File: src/bpcm_pkg.sv
// Shared constants for the bit, pointer and code-byte move executor
package bpcm_pkg;
	// Opcodes and decode masks
	localparam logic [7:0] BPCM_OP_IND_STORE = 8'h76;
	localparam logic [7:0] BPCM_OP_IND_MASK = 8'hFE;
	localparam logic [7:0] BPCM_OP_BIT_TO_C = 8'hA2;
	localparam logic [7:0] BPCM_OP_C_TO_BIT = 8'h92;
	localparam logic [7:0] BPCM_OP_DP_LOAD = 8'h90;
	localparam logic [7:0] BPCM_OP_CODE_DP = 8'h93;
	localparam logic [7:0] BPCM_OP_CODE_PC = 8'h83;
	// Machine cycles per instruction, counted from the start pulse
	localparam logic [1:0] BPCM_CYC_IND_STORE = 2'h1;
	localparam logic [1:0] BPCM_CYC_BIT_TO_C = 2'h1;
	localparam logic [1:0] BPCM_CYC_C_TO_BIT = 2'h2;
	localparam logic [1:0] BPCM_CYC_DP_LOAD = 2'h2;
	localparam logic [1:0] BPCM_CYC_CODE = 2'h2;
	// Instruction lengths in bytes
	localparam logic [15:0] BPCM_LEN_ONE = 16'h0001;
	// Values after reset
	localparam logic [15:0] BPCM_DP_RESET = 16'h0000;
	localparam logic [7:0] BPCM_BYTE_RESET = 8'h00;
	localparam logic [15:0] BPCM_ADDR_RESET = 16'h0000;
	// Executor states
	typedef enum logic [1:0] {
		BPCM_IDLE = 2'b00,
		BPCM_EXEC = 2'b01,
		BPCM_CODE = 2'b10
	} bpcm_state_t;
endpackage

File: src/bpcm_code_addr.sv
// Code-byte address adder: accumulator plus pointer or advanced counter
`timescale 1ns/100ps
module bpcm_code_addr (
	sel_pc,
	acc,
	data_pointer,
	pc,
	pc_next,
	addr
);
	import bpcm_pkg::*;
	input wire logic sel_pc;
	input wire logic [7:0] acc;
	input wire logic [15:0] data_pointer;
	input wire logic [15:0] pc;
	output logic [15:0] pc_next;
	output logic [15:0] addr;

	logic [15:0] base;

	// Counter moves past the one-byte opcode before it serves as base
	assign pc_next = pc + BPCM_LEN_ONE;
	// Pointer base is only read, never written back
	assign base = sel_pc ? pc_next : data_pointer;
	// Full 16-bit add so a low-byte carry ripples upward, unsigned acc
	assign addr = base + {8'h00, acc};
endmodule

File: src/bpcm_exec.sv
// Decode and execute for indirect-immediate, bit, pointer-load and code-byte moves
// How it works
// - Opcode 0111011i stores immediate byte at address held by pointer; two bytes, one cycle.
// - Bit move copies source Boolean into destination bit location.
// - Only carry-to-bit and bit-to-carry moves exist; others are flagged unsupported.
// - Bit moves change nothing except the destination bit.
// - Opcode A2 plus bit address loads carry from bit; one cycle.
// - Opcode 92 plus bit address writes carry to bit; two cycles.
// - Pointer load is three bytes, two cycles, full 16 bits, no flags.
// - Second byte goes to high byte, third byte to low byte.
// - Code byte load puts program byte at acc plus base into acc.
// - Counter base is advanced first; pointer base stays unchanged.
// - Address uses full 16-bit add; flags untouched.
// - Opcode 93 code load via pointer is one byte, two cycles.
// - Opcode 83 code load via counter, one byte, two cycles, counter plus one.
`timescale 1ns/100ps
module bpcm_exec (
	clk,
	nrst,
	start,
	op_code,
	op_byte1,
	op_byte2,
	r0_value,
	r1_value,
	bit_in,
	carry_in,
	acc_in,
	pc_in,
	code_data,
	busy,
	done,
	unsupported,
	ram_we,
	ram_addr,
	ram_wdata,
	bit_we,
	bit_addr,
	bit_wdata,
	carry_we,
	carry_out,
	data_pointer,
	pc_we,
	pc_out,
	code_rd_en,
	code_addr,
	acc_we,
	acc_out
);
	import bpcm_pkg::*;
	input wire logic clk;
	input wire logic nrst;
	input wire logic start;
	input wire logic [7:0] op_code;
	input wire logic [7:0] op_byte1;
	input wire logic [7:0] op_byte2;
	input wire logic [7:0] r0_value;
	input wire logic [7:0] r1_value;
	input wire logic bit_in;
	input wire logic carry_in;
	input wire logic [7:0] acc_in;
	input wire logic [15:0] pc_in;
	input wire logic [7:0] code_data;
	output logic busy;
	output logic done;
	output logic unsupported;
	output logic ram_we;
	output logic [7:0] ram_addr;
	output logic [7:0] ram_wdata;
	output logic bit_we;
	output logic [7:0] bit_addr;
	output logic bit_wdata;
	output logic carry_we;
	output logic carry_out;
	output logic [15:0] data_pointer;
	output logic pc_we;
	output logic [15:0] pc_out;
	output logic code_rd_en;
	output logic [15:0] code_addr;
	output logic acc_we;
	output logic [7:0] acc_out;

	bpcm_state_t state_reg;
	bpcm_state_t state_next;
	logic [1:0] cyc_reg;
	logic [1:0] cyc_next;
	logic busy_reg;
	logic busy_next;
	logic done_reg;
	logic done_next;
	logic unsup_reg;
	logic unsup_next;
	logic ram_we_reg;
	logic ram_we_next;
	logic [7:0] ram_addr_reg;
	logic [7:0] ram_addr_next;
	logic [7:0] ram_wdata_reg;
	logic [7:0] ram_wdata_next;
	logic bit_we_reg;
	logic bit_we_next;
	logic [7:0] bit_addr_reg;
	logic [7:0] bit_addr_next;
	logic bit_wdata_reg;
	logic bit_wdata_next;
	logic carry_we_reg;
	logic carry_we_next;
	logic carry_reg;
	logic carry_next;
	logic [15:0] dp_reg;
	logic [15:0] dp_next;
	logic pc_we_reg;
	logic pc_we_next;
	logic [15:0] pc_reg;
	logic [15:0] pc_next;
	logic code_rd_reg;
	logic code_rd_next;
	logic [15:0] code_addr_reg;
	logic [15:0] code_addr_next;
	logic acc_we_reg;
	logic acc_we_next;
	logic [7:0] acc_reg;
	logic [7:0] acc_next;
	logic [15:0] pc_adv;
	logic [15:0] fetch_addr;
	logic is_ind_store;

	// Address of the code byte, formed at start from the live acc and counter inputs and the held pointer register
	bpcm_code_addr u_code_addr (
		.sel_pc(op_code == BPCM_OP_CODE_PC),
		.acc(acc_in),
		.data_pointer(dp_reg),
		.pc(pc_in),
		.pc_next(pc_adv),
		.addr(fetch_addr)
	);

	// Low opcode bit is masked off so both pointer variants match
	assign is_ind_store = (op_code & BPCM_OP_IND_MASK) == BPCM_OP_IND_STORE;

	// Next values: write strobes are single pulses, data holds until reused
	always_comb begin
		state_next = state_reg;
		cyc_next = cyc_reg;
		busy_next = busy_reg;
		done_next = 1'b0;
		unsup_next = 1'b0;
		ram_we_next = 1'b0;
		ram_addr_next = ram_addr_reg;
		ram_wdata_next = ram_wdata_reg;
		bit_we_next = 1'b0;
		bit_addr_next = bit_addr_reg;
		bit_wdata_next = bit_wdata_reg;
		carry_we_next = 1'b0;
		carry_next = carry_reg;
		dp_next = dp_reg;
		pc_we_next = 1'b0;
		pc_next = pc_reg;
		code_rd_next = 1'b0;
		code_addr_next = code_addr_reg;
		acc_we_next = 1'b0;
		acc_next = acc_reg;
		case (state_reg)
			BPCM_IDLE: begin
				// Starts are only taken while idle; a start while busy is dropped
				if (start) begin
					if (is_ind_store) begin
						ram_we_next = 1'b1;
						// Bank selection is already folded into r0/r1 by the core
						ram_addr_next = op_code[0] ? r1_value : r0_value;
						ram_wdata_next = op_byte1;
						done_next = 1'b1;
						cyc_next = BPCM_CYC_IND_STORE;
					end else if (op_code == BPCM_OP_BIT_TO_C) begin
						// Only carry changes; no other flag strobe is raised
						carry_we_next = 1'b1;
						carry_next = bit_in;
						done_next = 1'b1;
						cyc_next = BPCM_CYC_BIT_TO_C;
					end else if (op_code == BPCM_OP_C_TO_BIT) begin
						// Only the addressed bit is written
						bit_we_next = 1'b1;
						bit_addr_next = op_byte1;
						bit_wdata_next = carry_in;
						busy_next = 1'b1;
						state_next = BPCM_EXEC;
						cyc_next = BPCM_CYC_C_TO_BIT - 2'h1;
					end else if (op_code == BPCM_OP_DP_LOAD) begin
						// Whole pointer loaded at once, no carry strobe
						dp_next = {op_byte1, op_byte2};
						busy_next = 1'b1;
						state_next = BPCM_EXEC;
						cyc_next = BPCM_CYC_DP_LOAD - 2'h1;
					end else if (op_code == BPCM_OP_CODE_DP || op_code == BPCM_OP_CODE_PC) begin
						code_rd_next = 1'b1;
						code_addr_next = fetch_addr;
						// Counter write-back only for the counter-based form
						pc_we_next = op_code == BPCM_OP_CODE_PC;
						pc_next = pc_adv;
						busy_next = 1'b1;
						state_next = BPCM_CODE;
						cyc_next = BPCM_CYC_CODE - 2'h1;
					end else begin
						// Other bit pairings and foreign opcodes are not executed here
						unsup_next = 1'b1;
						done_next = 1'b1;
					end
				end
			end
			BPCM_EXEC: begin
				// Idle out the remaining machine cycle of the two-cycle carry-to-bit and pointer-load moves
				cyc_next = cyc_reg - 2'h1;
				if (cyc_reg == 2'h1) begin
					busy_next = 1'b0;
					done_next = 1'b1;
					state_next = BPCM_IDLE;
				end
			end
			BPCM_CODE: begin
				// Code byte answers combinationally in the cycle the read strobe is high; flags left alone
				acc_we_next = 1'b1;
				acc_next = code_data;
				cyc_next = cyc_reg - 2'h1;
				busy_next = 1'b0;
				done_next = 1'b1;
				state_next = BPCM_IDLE;
			end
			default: begin
				busy_next = 1'b0;
				state_next = BPCM_IDLE;
			end
		endcase
	end

	// Registers only; reset gives constants everywhere
	always_ff @(posedge clk or negedge nrst) begin
		if (!nrst) begin
			state_reg <= BPCM_IDLE;
			cyc_reg <= 2'h0;
			busy_reg <= 1'b0;
			done_reg <= 1'b0;
			unsup_reg <= 1'b0;
			ram_we_reg <= 1'b0;
			ram_addr_reg <= BPCM_BYTE_RESET;
			ram_wdata_reg <= BPCM_BYTE_RESET;
			bit_we_reg <= 1'b0;
			bit_addr_reg <= BPCM_BYTE_RESET;
			bit_wdata_reg <= 1'b0;
			carry_we_reg <= 1'b0;
			carry_reg <= 1'b0;
			dp_reg <= BPCM_DP_RESET;
			pc_we_reg <= 1'b0;
			pc_reg <= BPCM_ADDR_RESET;
			code_rd_reg <= 1'b0;
			code_addr_reg <= BPCM_ADDR_RESET;
			acc_we_reg <= 1'b0;
			acc_reg <= BPCM_BYTE_RESET;
		end else begin
			state_reg <= state_next;
			cyc_reg <= cyc_next;
			busy_reg <= busy_next;
			done_reg <= done_next;
			unsup_reg <= unsup_next;
			ram_we_reg <= ram_we_next;
			ram_addr_reg <= ram_addr_next;
			ram_wdata_reg <= ram_wdata_next;
			bit_we_reg <= bit_we_next;
			bit_addr_reg <= bit_addr_next;
			bit_wdata_reg <= bit_wdata_next;
			carry_we_reg <= carry_we_next;
			carry_reg <= carry_next;
			dp_reg <= dp_next;
			pc_we_reg <= pc_we_next;
			pc_reg <= pc_next;
			code_rd_reg <= code_rd_next;
			code_addr_reg <= code_addr_next;
			acc_we_reg <= acc_we_next;
			acc_reg <= acc_next;
		end
	end

	// Every output straight from a flip-flop
	assign busy = busy_reg;
	assign done = done_reg;
	assign unsupported = unsup_reg;
	assign ram_we = ram_we_reg;
	assign ram_addr = ram_addr_reg;
	assign ram_wdata = ram_wdata_reg;
	assign bit_we = bit_we_reg;
	assign bit_addr = bit_addr_reg;
	assign bit_wdata = bit_wdata_reg;
	assign carry_we = carry_we_reg;
	assign carry_out = carry_reg;
	assign data_pointer = dp_reg;
	assign pc_we = pc_we_reg;
	assign pc_out = pc_reg;
	assign code_rd_en = code_rd_reg;
	assign code_addr = code_addr_reg;
	assign acc_we = acc_we_reg;
	assign acc_out = acc_reg;
endmodule

File: config.mk
export PLATFORM = sky130hd
export DESIGN_NAME = bpcm_exec
export DESIGN_NICKNAME = d
export VERILOG_FILES = /design/src/bpcm_pkg.sv /design/src/bpcm_code_addr.sv /design/src/bpcm_exec.sv
export SDC_FILE = /design/constraint.sdc
export NUM_CORES = 1
export LEC_CHECK = 0
export BUFFER_PORTS_ARGS = -buffer_cell sky130_fd_sc_hd__buf_2
export CAP_MARGIN = 5
export CORE_UTILIZATION = 55
export DETAILED_ROUTE_END_ITERATION = 12
export PLACE_DENSITY = 0.86
export REMOVE_ABC_BUFFERS = 1
export SLEW_MARGIN = 30
export SYNTH_ARGS = -nofsm -noshare
export SYNTH_HDL_FRONTEND = slang
export SYNTH_HIERARCHICAL = 1
export SYNTH_SLANG_ARGS = --single-unit
File: constraint.sdc
create_clock -name clk -period 5.7 [get_ports clk]
set_clock_uncertainty 0.2 [all_clocks]
set_input_delay 0.57 -clock clk [delete_from_list [all_inputs] [get_ports clk]]
set_output_delay 0.57 -clock clk [all_outputs]
set_load 0.02 [all_outputs]
* After elaboration in Yosys (flattened, before gate mapping)
Cells that the tools add are included.
Cells by class: add/subtract/negate cells 3, reductions and logical operators 11, equal/unequal tests 15, magnitude comparators 0, $mul 0, multiplexer cells 64, shifts and indexed selects 0, divide/modulo/power cells 0, bitwise gates (word level) 4
Operators with widths (number):
- $mux 1 | 45
- $eq 8x8->1 const B | 5
- $mux 2 | 13
- $add 16x1->16 const B | 1
- $add 16x8->16 | 1
- $mux 16 | 1
- $reduce_and 5->1 | 2
- $mux 8 | 1
- $ne 2x2->1 const B | 4
- $pmux 2 s2 | 2
- $eq 7x6->1 const B | 1
- $reduce_and 7->1 | 1
- $ne 6x6->1 const B | 1
- $reduce_and 3->1 | 2
- $reduce_and 6->1 | 1
- $eq 2x1->1 const B | 2
- $ne 4x4->1 const B | 1
- $not 1->1 | 4
- $reduce_and 4->1 | 1
- $pmux 1 s3 | 1
- $eq 2x2->1 const B | 1
- $logic_not 2->1 | 1
- $pmux 1 s2 | 1
- $reduce_bool 2->1 | 1
- 3 further kinds | 3
Word-level totals: ROM bits 0, output and inout port bits 91, logic and storage cells 117, latch bits 0, memories 0, memory bits (writable) 0, bits in registers 95, input port bits 77

* Longest topological paths before layout
depth after elaboration 9, depth in mapped cells 16

* Modules after synthesis
Netlist, hierarchy kept.
Modules (own cells, without submodules):
- bpcm_exec | instances 1, sequential area each 2377.3 um^2, cells an instance 254, area each 4042.6 um^2
- bpcm_code_addr | instances 1, sequential area each 0.0 um^2, cells an instance 116, area each 945.9 um^2

* Worst setup path after synthesis
No wires, ideal clock.
path kind input port to flip-flop, start in op_code[5], end reg code_addr_reg[11], in the netlist code_addr[11], buffers on the path 2, stages on the path 15, arrival time 3970 ps, slack 1405 ps, data required time 5375 ps, cells stage by stage nor3b_4 -> nand2_1 -> nor3_1 -> buf_2 -> buf_1 -> mux2_2 -> ha_1 -> a21o_1 -> a21oi_1 -> o21ai_0 -> and4_1 -> o21ai_1 -> nor3b_1 -> xnor2_1 -> mux2_4
Between the ends: word-level cells in the longest chain between the ends 3, elaborated cells on any way between the ends 14, those cells by class 1 x add/sub; 6 x eq/ne; 1 x mux; 4 x bitwise; 2 x reduce/logical
RTL lines:
- start: declaration | RTL line bpcm_exec.sv:54 | input wire logic [7:0] op_code;
- $eq 8x8->1 | RTL line bpcm_exec.sv:129 | .sel_pc(op_code == BPCM_OP_CODE_PC),
- $mux 16 | RTL line bpcm_code_addr.sv:24 | assign base = sel_pc ? pc_next : data_pointer;
- $add 16x8->16 | RTL line bpcm_code_addr.sv:26 | assign addr = base + {8'h00, acc};
- named net fetch_addr[11] | RTL line bpcm_exec.sv:124 | logic [15:0] fetch_addr;
- end signal: assignment | RTL line bpcm_exec.sv:275 | code_addr_reg <= code_addr_next;
- end: declaration | RTL line bpcm_exec.sv:117 | logic [15:0] code_addr_reg;
The timed path passes the listed nets, and every way through them passes these cells. A chain may end at the register's enable or synchronous reset.

* Worst setup path in the final report
Same ends and word-level chain as after synthesis.

==> qor.yml <==
status: "finished, final reports clean"
synth-simple-area-share_pct: 10.91
tightestPinTransition_ns: 0.7130
cp_max_fo: 6
met2_length_mm: 5.533
grt_pass1_vias: 3687
synth_seq_cells: 95
drive_gt1_share_pct: 53.01
switching_share_pct: 31.13
seq_power_share_pct: 47.4
maxSlewHeadroom_pct: 52.32
design_area_um2: 6133
async_flop_share_pct: 100.0
io_pins: 168
rsz0062_at_grt: "no"
clockBufferDepth: 2
cts_tree: "done"
fin_nets: 637
dp_slack_ns: 1.200
row_count: 34
wl_met1_mm: 4.877
ys_warn_count: 6
crit_chain: "buf_2, nor3b_4, nand2_1, nor3_2, mux2_2, ha_1, a21o_1, a21oi_1, o21ai_0, and4_1, o21ai_1, nor3b_1, xnor2_1, mux2_4"
grt_pass1_wl_mm: 18.30
cts.sink_count: 95
start_kind: "primary input"
grt-ovfl-total: 0
synth-xor-area-share_pct: 4.916
n_fill_cell: 626
wl_met3_um: 382
hp-class: "in2reg"
routedWlPerCell_um: 17.12
detailed_place_hpwl_mm: 8.601
track_usage_pct: 24.38
vias_per_cell: 5.483
synth_adder_area_share_pct: 4.164
die_w_um: 97.24
portBuffers: 167
maxCapViolCount: 0
h-tree-depth: 3
p_per_area_nw_per_um2: 272.5
wl_mm: 11.27
clock.fmax_mhz: 241.1
highest_layer: "met4"
whs_ns: 0.2333
cp.arrival_ns: 4.19
intPower_mw: 1.151
drt-pass1-iter-count: 4
synth_top_family_by_area: "multiplexers"
core_area_um2: 8763
totalPowerFinal_mw: 1.671
synthTopCellsByArea: "dfrtp_1 48%, mux2_4 12%, mux2_2 10%"
finalCritPeriodShare_pct: 72.77
critPathCaptureType: "flop"
synth_cell_type_count: 55
cts_resized: 0
synth_top_area_share_pct: 47.65
fp.dieH_um: 97.24
synthTopCellsByCount: "95 x dfrtp_1, 46 x mux2_2, 40 x mux2_4, 20 x nor2_1, 17 x xnor2_1"
synth_flop_cell: "dfrtp_1"
final_cells: 658
p_comb_share_pct: 24.7
syn_avg_cell_area_um2: 13.48
crit_type: "in2reg"
dpl_cell_area_um2: 5914
area_delta_synth_final_pct: 22.95
synth_cells: 370
slowest_delay_ns: 0.50
drt_iter0_markers: 134
hold_violations: 0
root_buffer: "clkbuf_8"
antenna_found_initial: 1
drv_slew: 0
yosysMostFrequentCell: "dfrtp_1"
switching_power_uw: 520.2
numCtsBuffers: 9
vdd_drop_max_v: 0.0001639
start_util_pct: 56.92
dpl.cell_count: 640
grt_max_degree: 59
synthMuxAreaShare_pct: 25.43
synth-edff-count: 0
period_minus_slack_ns: 4.148
drcViolationCount: 0
crit_required_ns: 5.74
antenna_left: 0
dieArea_um2: 9455
slowest_stage: "nor3_2"
fin_tns_setup_ns: 0
clk_pin_slew_worst_paths_ns: 0.10
seq_area_frac_synth_pct: 47.65
synth_area_um2: 4989
via_count: 3608
p_clk_share_pct: 27.8
setup_slack_ns: 1.552
yosys.area.top_type: "dfrtp_1"
final-setup-viol-count: 0
clk-insertion-delay-late_ns: 0.36
p_leak_nw: 3.257
gp_congestion: 0.9224
synth_compound_area_share_pct: 4.439
utilization_pct: 69.99
critical path, delay by kind of cell:
kind	cells	cell delay, ns
simple gates	5	1.41
compound gates	4	0.92
mux	2	0.65
fa+ha+maj	1	0.33
buf+inv	1	0.14
xor+xnor	1	0.14
routing by layer:
metal	vias to the layer above	GRT usage, %
li1	1678	-
met5	-	0
met4	0	12.67
met3	34	3.957
met2	111	39.76
met1	1785	31.51
path summary, 6_finish.rpt:
| path | from | endpoint | slack, ns | cells past startpoint |
|---|---|---|---|---|
| max reg2reg | data_pointer[3]$_DFFE_PN0P_ | code_addr[11]$_DFFE_PN0P_ | 2.66 | 10 |
| max | op_code[5] | code_addr[11]$_DFFE_PN0P_ | 1.55 | 14 |
| min in group asynchronous | nrst | data_pointer[1]$_DFFE_PN0P_ | 0.51 | 2 |
| min | op_byte2[6] | data_pointer[6]$_DFFE_PN0P_ | 0.23 | 2 |
| min reg2reg | busy$_DFFE_PN0P_ | busy$_DFFE_PN0P_ | 0.30 | 1 |
| max in group asynchronous | nrst | pc_out[13]$_DFFE_PN0P_ | 3.70 | 3 |
area by class of cell:
type	instances	area [µm²]	area share, %
multi-input cells	258	2492	40.64
flip-flops and latches	95	2377	38.76
repair buffers	173	893.4	14.57
clock buffers	11	141.4	2.305
well taps	108	135.1	2.203
clock inverters	5	65.06	1.061
inverters	7	26.28	0.4284
diodes	1	2.502	0.04080
cell usage in the layout, fill, tap and decap left out, drive strengths merged, types with 3 or more instances in the layout:
cell type | Yosys | routed
a21o | 4 | 4
a21oi | 15 | 15
buf | 8 | 172
clkbuf | 2 | 11
dfrtp | 95 | 95
ha | 15 | 15
inv | 6 | 8
mux2 | 86 | 86
mux2i | 15 | 15
nand2 | 12 | 12
nand3 | 9 | 9
nand4 | 5 | 5
nor2 | 20 | 20
nor2b | 3 | 3
nor3 | 12 | 12
nor4 | 3 | 3
xnor2 | 17 | 17
xor2 | 11 | 11
timing repair:
action | 4_1_cts | 5_1_grt
hold buffers | 1 | 0
setup buffers | 0 | 0
setup endpoints to repair | 0 | 0
endpoints found under the hold margin | 37 | 0
power by group through the flow:
stage / Sequential, mW / Clock (mW) / Combinational, mW
after global routing: 0.805 / 0.500 / 0.443
after floorplan: 0.892 / 0 / 0.164
after global placement: 0.802 / 0 / 0.401
after detailed placement: 0.806 / 0 / 0.414
final: 0.793 / 0.465 / 0.413
after CTS: 0.794 / 0.472 / 0.416
cell families after synthesis:
logic type	count (synthesis)
xor gates and xnor gates	28
AOI/OAI and AO/OA	32
adders and majority gates	16
muxes	101
DFF	95
buffers and inverters	17
and+or+nand+nor	81
Power figures use the tool's default switching activity.
